**src/temperature_alarm_gpio_pkg.sv**
```systemverilog
// constants, register map and enumerations for the temperature alarm block
// assumes a 100 MHz system clock and an apb3 bus with 32-bit data
package temperature_alarm_gpio_pkg;

    // sizes
    localparam int LINES = 8;          // general-purpose lines and alarms
    localparam int CHANNELS = 8;       // temperature channels
    localparam int TEMP_W = 32;        // signed temperature word
    localparam int ADDR_W = 12;        // apb byte address width
    localparam int NV_ADDR_W = 5;      // {alarm, word} storage address

    // timing
    localparam int CLK_KHZ = 100_000;  // clock rate in kHz
    localparam int HALF_SEC_MS = 500;  // acquisition period per channel
    localparam int HALF_SEC_CYCLES = HALF_SEC_MS * CLK_KHZ / 1000 * 1000;

    // register byte offsets
    localparam logic [11:0] DIR_OFS = 12'h000;    // 1 = line is output
    localparam logic [11:0] OUT_OFS = 12'h004;    // software output level
    localparam logic [11:0] IN_OFS = 12'h008;     // synced pin levels
    localparam logic [11:0] STAT_OFS = 12'h00C;   // sticky events, w1c
    localparam logic [11:0] MASK_OFS = 12'h010;   // interrupt mask
    localparam logic [11:0] STATE_OFS = 12'h014;  // alarm states, loaded
    localparam logic [11:0] TEMP_BASE = 12'h020;  // 8 latest temperatures
    localparam logic [11:0] ALARM_BASE = 12'h040; // 16 bytes per alarm
    localparam logic [11:0] ALARM_END = 12'h0C0;

    // word index inside one alarm block
    localparam logic [1:0] AW_CFG = 2'h0;
    localparam logic [1:0] AW_T1 = 2'h1;
    localparam logic [1:0] AW_T2 = 2'h2;

    // configuration word fields
    localparam int CFG_CH_LSB = 0;
    localparam int CFG_IM_LSB = 4;
    localparam int CFG_OM_LSB = 8;
    localparam int STAT_W = 9;         // 8 alarm events + load done
    localparam int STAT_LOADED_BIT = 8;
    localparam int STATE_LOADED_BIT = 8;

    // alarm input modes
    typedef enum logic [2:0] {
        IM_ABOVE = 3'h0,
        IM_ABOVE_LATCH = 3'h1,
        IM_BELOW = 3'h2,
        IM_BELOW_LATCH = 3'h3,
        IM_WINDOW = 3'h4
    } in_mode_type;

    // alarm output modes
    typedef enum logic [1:0] {
        OM_DISABLED = 2'h0,
        OM_ACTIVE_HIGH = 2'h1,
        OM_ACTIVE_LOW = 2'h2
    } out_mode_type;

    // configuration loader
    typedef enum logic [1:0] {
        ST_REQ = 2'b00,
        ST_WAIT = 2'b01,
        ST_RUN = 2'b10
    } load_state_type;

endpackage : temperature_alarm_gpio_pkg

```
**src/temperature_alarm_gpio.sv**
```systemverilog
// temperature alarms driving eight general-purpose lines, apb registers
// assumes a converter on the same clock that answers sample requests and
// a word-wide non-volatile store answering reads with a valid pulse
`timescale 1ns/100ps

// How it works
// - eight lines, each direction set separately
// - lines come up inputs unless alarm enabled
// - eight alarms, each owning one line
// - each alarm selects any temperature channel
// - enabled alarm makes line output, drives it
// - alarm settings loaded from storage at reset
// - alarms run logging or host attached
// - above modes, optional latch until below second
// - below modes, optional latch until above second
// - window mode: below first or above second
// - both thresholds stored per alarm
// - disabled alarm leaves line to software
// - active high drives high on alarm
// - active low drives low on alarm
// - sample every channel twice per second
// - sample readable by host at once
// - logging card gets each channel once per second
module temperature_alarm_gpio #(
    parameter int HALF_SEC_CYCLES = temperature_alarm_gpio_pkg::HALF_SEC_CYCLES
) (
    // clock and reset
    input wire logic clock_i,
    input wire logic sys_rst_i,
    // apb slave
    input wire logic psel_i,
    input wire logic penable_i,
    input wire logic pwrite_i,
    input wire logic [11:0] paddr_i,
    input wire logic [31:0] pwdata_i,
    output logic [31:0] prdata_o,
    output logic pready_o,
    output logic pslverr_o,
    // general-purpose lines
    input wire logic [7:0] gp_line_i,
    output logic [7:0] gp_line_o,
    output logic [7:0] gp_line_oe_n_o,
    // temperature acquisition
    output logic sample_req_o,
    input wire logic sample_valid_i,
    input wire logic [2:0] sample_ch_i,
    input wire logic [31:0] sample_data_i,
    // logging card and host presence
    input wire logic host_attached_i,
    output logic log_valid_o,
    output logic [2:0] log_ch_o,
    output logic [31:0] log_data_o,
    // non-volatile configuration store
    output logic nv_rd_o,
    output logic nv_wr_o,
    output logic [4:0] nv_addr_o,
    output logic [31:0] nv_wdata_o,
    input wire logic [31:0] nv_rdata_i,
    input wire logic nv_rvalid_i,
    // interrupt
    output logic irq_o
);

    ////////////////////////////////////////////////////////////////////////
    // declarations

    logic [7:0] pin_meta_q; // first sync stage, pins
    logic [7:0] pin_sync_q; // second sync stage, pins
    logic host_meta_q; // first sync stage, host
    logic host_sync_q; // second sync stage, host
    logic [31:0] tick_cnt_q; // half-second counter
    logic half_tick; // one pulse per half second
    logic sec_phase_q; // toggles each half second
    logic sec_tick; // one pulse per second
    logic [31:0] temp_q [8]; // latest sample per channel
    logic [31:0] cfg_q [8]; // alarm configuration words
    logic [31:0] t1_q [8]; // first threshold per alarm
    logic [31:0] t2_q [8]; // second threshold per alarm
    logic [7:0] dir_q; // software direction, 1 = out
    logic [7:0] out_q; // software output levels
    logic [8:0] stat_q; // sticky events
    logic [8:0] mask_q; // interrupt enables
    logic [7:0] alarm_state; // current alarm per line
    logic [7:0] alarm_rise; // alarm newly raised this tick
    logic [7:0] alarm_drive; // alarm owns its line
    logic [7:0] alarm_level; // level an alarm wants on line
    logic [7:0] pin_q; // registered line level
    logic [7:0] oe_n_q; // registered enable, low = drive
    temperature_alarm_gpio_pkg::load_state_type load_q; // loader state
    logic [4:0] load_idx_q; // {alarm, word} being loaded
    logic loaded; // configuration in place
    logic load_done; // last word arrives now
    logic nv_rd_q; // registered read strobe
    logic nv_wr_q; // registered write strobe
    logic [4:0] nv_addr_q; // registered store address
    logic [31:0] nv_wdata_q; // registered store data
    logic log_busy_q; // streaming samples to card
    logic [2:0] log_idx_q; // channel being logged
    logic log_valid_q; // registered log strobe
    logic [2:0] log_ch_q; // registered log channel
    logic [31:0] log_data_q; // registered log data
    logic [31:0] prdata_q; // read data latched in setup
    logic pslverr_q; // error latched in setup
    logic apb_setup; // setup phase of a transfer
    logic apb_wr; // write access phase
    logic in_alarm; // address in alarm blocks
    logic [2:0] a_sel; // addressed alarm
    logic [1:0] a_word; // addressed word in block
    logic in_temp; // address in temperature block
    logic addr_ok; // address is mapped
    logic cfg_we; // alarm word write enable
    logic [2:0] cfg_a; // alarm being written
    logic [1:0] cfg_w; // word being written
    logic [31:0] cfg_data; // data being written

    ////////////////////////////////////////////////////////////////////////
    // input synchronisers

    // two stages before anyone looks at pins or host presence
    always_ff @(posedge clock_i) begin
        if (sys_rst_i) begin
            pin_meta_q <= 8'h00;
            pin_sync_q <= 8'h00;
            host_meta_q <= 1'b0;
            host_sync_q <= 1'b0;
        end else begin
            pin_meta_q <= gp_line_i;
            pin_sync_q <= pin_meta_q;
            host_meta_q <= host_attached_i;
            host_sync_q <= host_meta_q;
        end
    end

    ////////////////////////////////////////////////////////////////////////
    // timebase

    // half-second counter runs free, host requests play no part
    always_ff @(posedge clock_i) begin
        if (sys_rst_i) begin
            tick_cnt_q <= 32'h0000_0000;
        end else if (half_tick) begin
            tick_cnt_q <= 32'h0000_0000;
        end else begin
            tick_cnt_q <= tick_cnt_q + 32'h0000_0001;
        end
    end

    assign half_tick = (tick_cnt_q == 32'(HALF_SEC_CYCLES - 1));

    // every second half tick makes a one-second tick
    always_ff @(posedge clock_i) begin
        if (sys_rst_i) begin
            sec_phase_q <= 1'b0;
        end else if (half_tick) begin
            sec_phase_q <= ~sec_phase_q;
        end
    end

    assign sec_tick = half_tick & sec_phase_q;

    assign sample_req_o = half_tick;

    ////////////////////////////////////////////////////////////////////////
    // latest temperature per channel

    always_ff @(posedge clock_i) begin
        if (sys_rst_i) begin
            for (int c = 0; c < 8; c++) begin
                temp_q[c] <= 32'h0000_0000;
            end
        end else if (sample_valid_i) begin
            temp_q[sample_ch_i] <= sample_data_i;
        end
    end

    ////////////////////////////////////////////////////////////////////////
    // configuration loader

    assign loaded = (load_q == temperature_alarm_gpio_pkg::ST_RUN);
    assign load_done = (load_q == temperature_alarm_gpio_pkg::ST_WAIT)
        & nv_rvalid_i
        & (load_idx_q == {3'h7, temperature_alarm_gpio_pkg::AW_T2});

    always_ff @(posedge clock_i) begin
        if (sys_rst_i) begin
            load_q <= temperature_alarm_gpio_pkg::ST_REQ;
            load_idx_q <= 5'h00;
        end else begin
            unique case (load_q)
                // issue one read
                temperature_alarm_gpio_pkg::ST_REQ: begin
                    load_q <= temperature_alarm_gpio_pkg::ST_WAIT;
                end
                // wait for the word, then step or finish
                temperature_alarm_gpio_pkg::ST_WAIT: begin
                    if (load_done) begin
                        load_q <= temperature_alarm_gpio_pkg::ST_RUN;
                    end else if (nv_rvalid_i) begin
                        load_q <= temperature_alarm_gpio_pkg::ST_REQ;
                        if (load_idx_q[1:0]
                            == temperature_alarm_gpio_pkg::AW_T2) begin
                            load_idx_q <= {load_idx_q[4:2] + 3'h1, 2'h0};
                        end else begin
                            load_idx_q <= load_idx_q + 5'h01;
                        end
                    end
                end
                // running, nothing more to load
                temperature_alarm_gpio_pkg::ST_RUN: begin
                    load_q <= temperature_alarm_gpio_pkg::ST_RUN;
                end
                default: begin
                    load_q <= temperature_alarm_gpio_pkg::ST_REQ;
                end
            endcase
        end
    end

    ////////////////////////////////////////////////////////////////////////
    // apb decode

    assign apb_setup = psel_i & ~penable_i;
    assign apb_wr = psel_i & penable_i & pwrite_i & ~pslverr_q;
    assign in_alarm = (paddr_i >= temperature_alarm_gpio_pkg::ALARM_BASE)
        & (paddr_i < temperature_alarm_gpio_pkg::ALARM_END)
        & (paddr_i[3:2] != 2'h3);
    // blocks start at 0x40, so alarm 0 has address bit 6 set
    assign a_sel = {~paddr_i[6], paddr_i[5:4]};
    assign a_word = paddr_i[3:2];
    assign in_temp = (paddr_i[11:5] == temperature_alarm_gpio_pkg::TEMP_BASE[11:5]);
    assign addr_ok = (paddr_i[1:0] == 2'h0) & (in_alarm | in_temp
        | (paddr_i <= temperature_alarm_gpio_pkg::STATE_OFS));

    // loader owns the alarm words until it is done
    assign cfg_we = ((load_q == temperature_alarm_gpio_pkg::ST_WAIT)
        & nv_rvalid_i) | (loaded & apb_wr & in_alarm);
    assign cfg_a = loaded ? a_sel : load_idx_q[4:2];
    assign cfg_w = loaded ? a_word : load_idx_q[1:0];
    assign cfg_data = loaded ? pwdata_i : nv_rdata_i;

    always_ff @(posedge clock_i) begin
        if (sys_rst_i) begin
            for (int a = 0; a < 8; a++) begin
                cfg_q[a] <= 32'h0000_0000;
                t1_q[a] <= 32'h0000_0000;
                t2_q[a] <= 32'h0000_0000;
            end
        end else if (cfg_we) begin
            unique case (cfg_w)
                temperature_alarm_gpio_pkg::AW_CFG: cfg_q[cfg_a] <= cfg_data;
                temperature_alarm_gpio_pkg::AW_T1: t1_q[cfg_a] <= cfg_data;
                temperature_alarm_gpio_pkg::AW_T2: t2_q[cfg_a] <= cfg_data;
                default: begin
                end
            endcase
        end
    end

    // read strobes, software writes saved back
    always_ff @(posedge clock_i) begin
        if (sys_rst_i) begin
            nv_rd_q <= 1'b0;
            nv_wr_q <= 1'b0;
            nv_addr_q <= 5'h00;
            nv_wdata_q <= 32'h0000_0000;
        end else begin
            nv_rd_q <= (load_q == temperature_alarm_gpio_pkg::ST_REQ);
            nv_wr_q <= loaded & apb_wr & in_alarm;
            if (load_q == temperature_alarm_gpio_pkg::ST_REQ) begin
                nv_addr_q <= load_idx_q;
            end else if (loaded & apb_wr & in_alarm) begin
                nv_addr_q <= {a_sel, a_word};
                nv_wdata_q <= pwdata_i;
            end
        end
    end

    always_ff @(posedge clock_i) begin
        if (sys_rst_i) begin
            dir_q <= 8'h00;
            out_q <= 8'h00;
        end else if (apb_wr) begin
            if (paddr_i == temperature_alarm_gpio_pkg::DIR_OFS) begin
                dir_q <= pwdata_i[7:0];
            end
            if (paddr_i == temperature_alarm_gpio_pkg::OUT_OFS) begin
                out_q <= pwdata_i[7:0];
            end
        end
    end

    ////////////////////////////////////////////////////////////////////////
    // alarms, one per line

    for (genvar a = 0; a < 8; a++) begin : g_alarm
        logic [31:0] temp;               // selected temperature
        logic [2:0] im;                  // input mode
        logic [1:0] om;                  // output mode
        logic gt1;                       // above first threshold
        logic lt1;                       // below first threshold
        logic gt2;                       // above second threshold
        logic lt2;                       // below second threshold
        logic alarm_d;                   // next alarm state
        logic alarm_q;                   // alarm state

        assign temp = temp_q[cfg_q[a][temperature_alarm_gpio_pkg::CFG_CH_LSB +: 3]];
        assign im = cfg_q[a][temperature_alarm_gpio_pkg::CFG_IM_LSB +: 3];
        assign om = cfg_q[a][temperature_alarm_gpio_pkg::CFG_OM_LSB +: 2];
        assign gt1 = $signed(temp) > $signed(t1_q[a]);
        assign lt1 = $signed(temp) < $signed(t1_q[a]);
        assign gt2 = $signed(temp) > $signed(t2_q[a]);
        assign lt2 = $signed(temp) < $signed(t2_q[a]);

        // comparison per input mode
        always_comb begin
            alarm_d = 1'b0;
            unique case (im)
                temperature_alarm_gpio_pkg::IM_ABOVE: alarm_d = gt1;
                temperature_alarm_gpio_pkg::IM_ABOVE_LATCH:
                    alarm_d = gt1 | (alarm_q & ~lt2);
                temperature_alarm_gpio_pkg::IM_BELOW: alarm_d = lt1;
                temperature_alarm_gpio_pkg::IM_BELOW_LATCH:
                    alarm_d = lt1 | (alarm_q & ~gt2);
                temperature_alarm_gpio_pkg::IM_WINDOW: alarm_d = lt1 | gt2;
                // unused codes never alarm
                default: alarm_d = 1'b0;
            endcase
        end

        always_ff @(posedge clock_i) begin
            if (sys_rst_i) begin
                alarm_q <= 1'b0;
            end else if (sec_tick & loaded) begin
                alarm_q <= alarm_d;
            end
        end

        assign alarm_state[a] = alarm_q;
        assign alarm_rise[a] = sec_tick & loaded & alarm_d & ~alarm_q;
        assign alarm_drive[a] = loaded
            & ((om == temperature_alarm_gpio_pkg::OM_ACTIVE_HIGH)
            | (om == temperature_alarm_gpio_pkg::OM_ACTIVE_LOW));
        assign alarm_level[a] =
            (om == temperature_alarm_gpio_pkg::OM_ACTIVE_LOW)
            ? ~alarm_q : alarm_q;
    end

    ////////////////////////////////////////////////////////////////////////
    // line drivers

    always_ff @(posedge clock_i) begin
        if (sys_rst_i) begin
            pin_q <= 8'h00;
            oe_n_q <= 8'hFF;
        end else begin
            oe_n_q <= ~(alarm_drive | dir_q);
            pin_q <= (alarm_drive & alarm_level) | (~alarm_drive & out_q);
        end
    end

    ////////////////////////////////////////////////////////////////////////
    // logging stream

    // one sample per channel per second
    always_ff @(posedge clock_i) begin
        if (sys_rst_i) begin
            log_busy_q <= 1'b0;
            log_idx_q <= 3'h0;
            log_valid_q <= 1'b0;
            log_ch_q <= 3'h0;
            log_data_q <= 32'h0000_0000;
        end else begin
            log_valid_q <= log_busy_q;
            if (log_busy_q) begin
                log_ch_q <= log_idx_q;
                log_data_q <= temp_q[log_idx_q];
                log_idx_q <= log_idx_q + 3'h1;
                log_busy_q <= (log_idx_q != 3'h7);
            end else if (sec_tick & ~host_sync_q) begin
                // card writes only in standalone mode
                log_busy_q <= 1'b1;
                log_idx_q <= 3'h0;
            end
        end
    end

    ////////////////////////////////////////////////////////////////////////
    // interrupt status

    // sticky, write one clears, a new event wins
    always_ff @(posedge clock_i) begin
        if (sys_rst_i) begin
            stat_q <= 9'h000;
            mask_q <= 9'h000;
        end else begin
            if (apb_wr & (paddr_i == temperature_alarm_gpio_pkg::STAT_OFS)) begin
                stat_q <= (stat_q & ~pwdata_i[8:0]) | {load_done, alarm_rise};
            end else begin
                stat_q <= stat_q | {load_done, alarm_rise};
            end
            if (apb_wr & (paddr_i == temperature_alarm_gpio_pkg::MASK_OFS)) begin
                mask_q <= pwdata_i[8:0];
            end
        end
    end

    ////////////////////////////////////////////////////////////////////////
    // apb read path

    // read data and error latched in the setup cycle
    always_ff @(posedge clock_i) begin
        if (sys_rst_i) begin
            prdata_q <= 32'h0000_0000;
            pslverr_q <= 1'b0;
        end else if (apb_setup) begin
            pslverr_q <= ~addr_ok;
            prdata_q <= 32'h0000_0000;
            if (addr_ok & ~pwrite_i) begin
                if (in_alarm) begin
                    unique case (a_word)
                        temperature_alarm_gpio_pkg::AW_CFG:
                            prdata_q <= cfg_q[a_sel];
                        temperature_alarm_gpio_pkg::AW_T1:
                            prdata_q <= t1_q[a_sel];
                        default: prdata_q <= t2_q[a_sel];
                    endcase
                end else if (in_temp) begin
                    prdata_q <= temp_q[paddr_i[4:2]];
                end else begin
                    unique case (paddr_i)
                        temperature_alarm_gpio_pkg::DIR_OFS:
                            prdata_q <= {24'h000000, dir_q};
                        temperature_alarm_gpio_pkg::OUT_OFS:
                            prdata_q <= {24'h000000, out_q};
                        temperature_alarm_gpio_pkg::IN_OFS:
                            prdata_q <= {24'h000000, pin_sync_q};
                        temperature_alarm_gpio_pkg::STAT_OFS:
                            prdata_q <= {23'h000000, stat_q};
                        temperature_alarm_gpio_pkg::MASK_OFS:
                            prdata_q <= {23'h000000, mask_q};
                        default:
                            prdata_q <= {23'h000000, loaded, alarm_state};
                    endcase
                end
            end
        end
    end

    ////////////////////////////////////////////////////////////////////////
    // outputs

    assign prdata_o = prdata_q;
    assign pready_o = 1'b1;
    assign pslverr_o = psel_i & penable_i & pslverr_q;
    assign gp_line_o = pin_q;
    assign gp_line_oe_n_o = oe_n_q;
    assign nv_rd_o = nv_rd_q;
    assign nv_wr_o = nv_wr_q;
    assign nv_addr_o = nv_addr_q;
    assign nv_wdata_o = nv_wdata_q;
    assign log_valid_o = log_valid_q;
    assign log_ch_o = log_ch_q;
    assign log_data_o = log_data_q;
    assign irq_o = |(stat_q & mask_q);

endmodule : temperature_alarm_gpio

```
**config.mk**
```make
export PLATFORM = sky130hd
export DESIGN_NAME = temperature_alarm_gpio
export DESIGN_NICKNAME = d
export VERILOG_FILES = /design/src/temperature_alarm_gpio_pkg.sv /design/src/temperature_alarm_gpio.sv
export SDC_FILE = /design/constraint.sdc
export NUM_CORES = 2
export LEC_CHECK = 0
export BUFFER_PORTS_ARGS = -buffer_cell sky130_fd_sc_hd__buf_2
export CAP_MARGIN = 15
export CORE_MARGIN = 2
export CORE_UTILIZATION = 60
export CTS_CLUSTER_SIZE = 10
export DETAILED_ROUTE_END_ITERATION = 16
export GPL_TIMING_DRIVEN = 0
export PLACE_DENSITY = 0.85
export SLEW_MARGIN = 0
export SYNTH_ARGS = -nofsm -noshare
export SYNTH_HDL_FRONTEND = slang
export SYNTH_SLANG_ARGS = --single-unit
```
**constraint.sdc**
```tcl
create_clock -name clock_i -period 7.6 [get_ports clock_i]
set_input_delay 0.76 -clock clock_i [delete_from_list [all_inputs] [get_ports clock_i]]
set_output_delay 0.76 -clock clock_i [all_outputs]
set_load 0.02 [all_outputs]
```
==> results.txt <==
The I/O pin total came out at 254. The cell-internal power is 13.0 mW. Setup repair after global routing left no endpoint under its margin. For this run, asynchronously set or reset flops after synthesis account for 0. The number of sinks driven by the clock tree came out at 1252.

The utilization of the core after routing is 0.675. The required time of the worst setup path is 8.25 ns. The run finished with clean final reports. Once detailed placement completed, the half-perimeter wirelength came to 306000 microns. The total congestion overflow came out at 0. Entering global routing, the biggest net connects 33 pins. The fraction of post-synthesis cell area in the top cell type by area is 0.365.

The number of flops mapped to enable cells by yosys is 1024. The worst path buffer plus inverter count came out at 2. The number of instances in the synthesized netlist is 6926. Once placement finished, the instance area stood at 0.0889 sq mm. Dividing total power by cell area gives a power density of 201 mW/mm^2. The overall global routing resource usage is 0.547. The most instantiated flip-flop cell in the synthesis netlist is edfxtp_1. In this run, placement finished with an instance count of 9109. The clock passes through at most 3 buffers.

Summed over all layers, the routed wires come to 394000 microns. The number of nets handed over by synthesis was 7577. The minimum clock period is 7.46 ns. In this run the remaining antenna-violating nets after routing total 0. The total net switching power came out at 5.95 mW.

Clock-pin slew was measured on the worst setup and hold paths at 0.06 ns. Across all layers, the routed design uses 71100 vias. The max-capacitance violation count came out at 0.

The height of the die is 378 microns. In this run the worst hold path is classified as in -> reg. The setup clock skew after layout is 0.0670 ns. The wire length per cell after detailed routing is 41.8 microns. The final non-filler cell total is 9410. The post-route fraction of the period consumed by the critical path came out at 0.982. The final max-slew violation count is 0. The congestion estimate from routability-driven global placement came to 1.18. In this design, the largest share of critical-path delay is due to simple AND/OR/NAND/NOR gates. For this configuration, the core starts out at a cell density of 0.604. The root buffer cell chosen for the clock tree is clkbuf_16. The number of setup buffers added after CTS is 0. The setup TNS after final layout is 0 ns. The fmax is 134 MHz. The count of hold buffers inserted by post-cts repair is 0.

The floorplan die area is 0.143 sq mm. The flop and latch count out of synthesis is 1252. Once layout is done, the placed cells without fillers occupy 0.0940 sq mm. At the later pin of the worst-skew pair, clock insertion delay measures 0.83 ns. The sequential-to-total area share from yosys stat is 0.420. The number of cells upsized or downsized after cts came out at 0. The initial antenna violation count came out at 24. The count of different cell masters after synthesis came out at 85. The clock share of power came out at 0.370. TritonCTS built the clock tree. The share of total power consumed by net switching is 0.314. The area added between synthesis and finish came out at 11.8%. The commonest cells after synthesis are edfxtp_1 (1024), nor2_1 (1012), mux4_2 (832). The headroom to the max-slew limit is 0.0490. The final number of setup-violating endpoints came out at 0. The cell type with the largest total area after synthesis is edfxtp_1. The number of fill cells in the layout came out at 10100. The horizontal die dimension came out at 378 microns. The total core area came out at 0.139 sq mm. The share of total power in combinational logic is 0.204. Input and output buffers added on the ports amount to 247. The first-pass GRT wire length came out at 530000 microns.

The maximum ir drop on the vdd rail came out at 247 uV. The leakage power came out at 35.1 nW. The number of placement rows came out at 137. The area of the mapped netlist is 0.0841 sq mm. In the final design database the tool counted 8066 nets. The critical path goes through clkbuf_1 > clkbuf_1 > mux4_2 > mux2_2 > ha_1 > nand4_1 > nor3_1 > nand2_1 > nor4_1 > a211oi_1 > mux2i_1 > nor2_1 > a211oi_1 > o31ai_1.

Of the total power, registers draw 0.425. The worst setup path is of the reg -> reg kind. Yosys instantiated no cell more often than edfxtp_1. The number of hold-slack violations in the final timing report is 0. The actual transition at the worst max-transition pin is 1.43 ns. On the worst path, the slowest cell contributes a delay of 0.93 ns. The total of warnings raised by yosys is 0. The data arrival time at the worst-slack endpoint came out at 8.11 ns.

The first-pass detailed-route iteration total is 13. The largest driver fanout on the critical path is 10. Sorting the synthesized cells by area gives the leading types as edfxtp_1 (37%), mux4_2 (22%), ha_1 (7.8%), dfxtp_1 (5.4%), nor2_1 (4.5%). STA classifies the critical path endpoint as a flop. The share of cells above drive strength 1 came out at 0.227. STA classifies the critical path startpoint as a flop. The number of buffers created by CTS is 149. In this run the number of H-tree levels came out at 4. The via-per-instance ratio came out at 7.55.

The iteration-0 DRC count of the detailed router is 14000. For this run, design rule violations remaining after detail routing come to 0. The number of global-route vias before repair came out at 66800. For this design, the slowest cell found on the critical path is clkbuf_1.

The synthesized area per cell came out at 12.1 sq um.
[logic make-up after synthesis]
family                   count (synthesis)  share of synthesized area
AND/OR/NAND/NOR                       2036                      0.111
multiplexers                          1317                      0.284
flip-flops                            1252                      0.420
buffers and inverters                 1037                     0.0469
AO/OA/AOI/OAI                          714                     0.0554
adder cells (fa/ha/maj)                524                     0.0779
XOR/XNOR                                45                    0.00468
other                                    1                  0.0000446
[state kept, by name, summed over array words and instances, names as in the netlist, 9 cells and up]
register and flops:
nv_wdata_o 32, stat_q 9, mask_q 9, prdata_o 32, log_data_o 32, tick_cnt_q 32, cfg_q 256, t2_q 256
temp_q 256, t1_q 256
[cell usage in the layout (no fill, tap or decap), types with 65 or more instances in the layout]
cell / instances
dfxtp_1: 228
a211oi_1: 65
nor2_1: 1012
and2_1: 264
buf_2: 291
inv_1: 542
clkbuf_16: 149
mux2_2: 260
a21oi_1: 230
nand2_1: 296
mux4_2: 832
ha_1: 524
nand3_1: 109
o21ai_0: 111
buf_1: 110
edfxtp_1: 1024
mux2i_1: 223
clkbuf_1: 418
nand4_1: 92
[area by class of cell]
cell class | instances | area (sq um) | area share
repair buffers | 338 | 2730 | 0.0291
diodes | 10 | 25.0 | 0.000266
clock inverters | 30 | 607 | 0.00645
multi-input cells | 4637 | 45000 | 0.479
flip-flops and latches | 1252 | 35300 | 0.376
clock buffers | 230 | 4030 | 0.0429
inverters | 543 | 2040 | 0.0217
well taps | 1876 | 2350 | 0.0250
plain buffers | 494 | 1920 | 0.0204
[final timing paths]
kind                               startpoint  cells past startpoint                  to  slack, ns
worst max-delay path              cfg_q[3][1]                     14  g_alarm[3].alarm_q       0.14
worst min-delay path              nv_rvalid_i                      2           load_q[0]       0.15
worst max register to register    cfg_q[3][1]                     14  g_alarm[3].alarm_q       0.14
worst min register to register  pin_meta_q[1]                      1       pin_sync_q[1]       0.44
[worst reg2reg max path: stages (launching register included)]
cell      delay [ns]
edfxtp_1        0.44
clkbuf_1        0.77
clkbuf_1        0.94
mux4_2          0.45
mux2_2          0.33
ha_1            0.30
nand4_1         0.23
nor3_1          0.62
nand2_1         0.46
nor4_1          0.80
a211oi_1        0.31
mux2i_1         0.76
nor2_1          0.11
a211oi_1        0.66
o31ai_1         0.14
[power groups by stage]
stage / sequential [mW] / clock, mW / combinational, mW
6_report: 8.05 / 7.01 / 3.87
3_5_place_dp: 8.16 / 0 / 3.58
2_1_floorplan: 7.97 / 0 / 2.13
5_1_grt: 8.05 / 7.15 / 3.92
4_1_cts: 8.02 / 6.89 / 3.61
3_3_place_gp: 8.15 / 0 / 3.46
[layer usage]
layer / vias to the layer above / GRT usage / wire [microns]
li1: 27100 / - / -
met1: 34400 / 0.656 / 124000
met2: 7677 / 0.757 / 159000
met3: 1875 / 0.224 / 63600
met4: 14 / 0.484 / 46600
met5: - / 0.00309 / 161
[per-stage QoR]
stage / setup WS [ns] / hold slack (ns) / total power, mW
floorplan: 3.13 / 0.414 / 10.1
global placement: 0.0967 / 0.422 / 11.6
detailed placement: 0.480 / 0.428 / 11.7
CTS: 0.467 / 0.136 / 18.5
global route: 0.348 / 0.162 / 19.1
finish: 0.138 / 0.151 / 18.9
(Power assumes the default switching activity.)
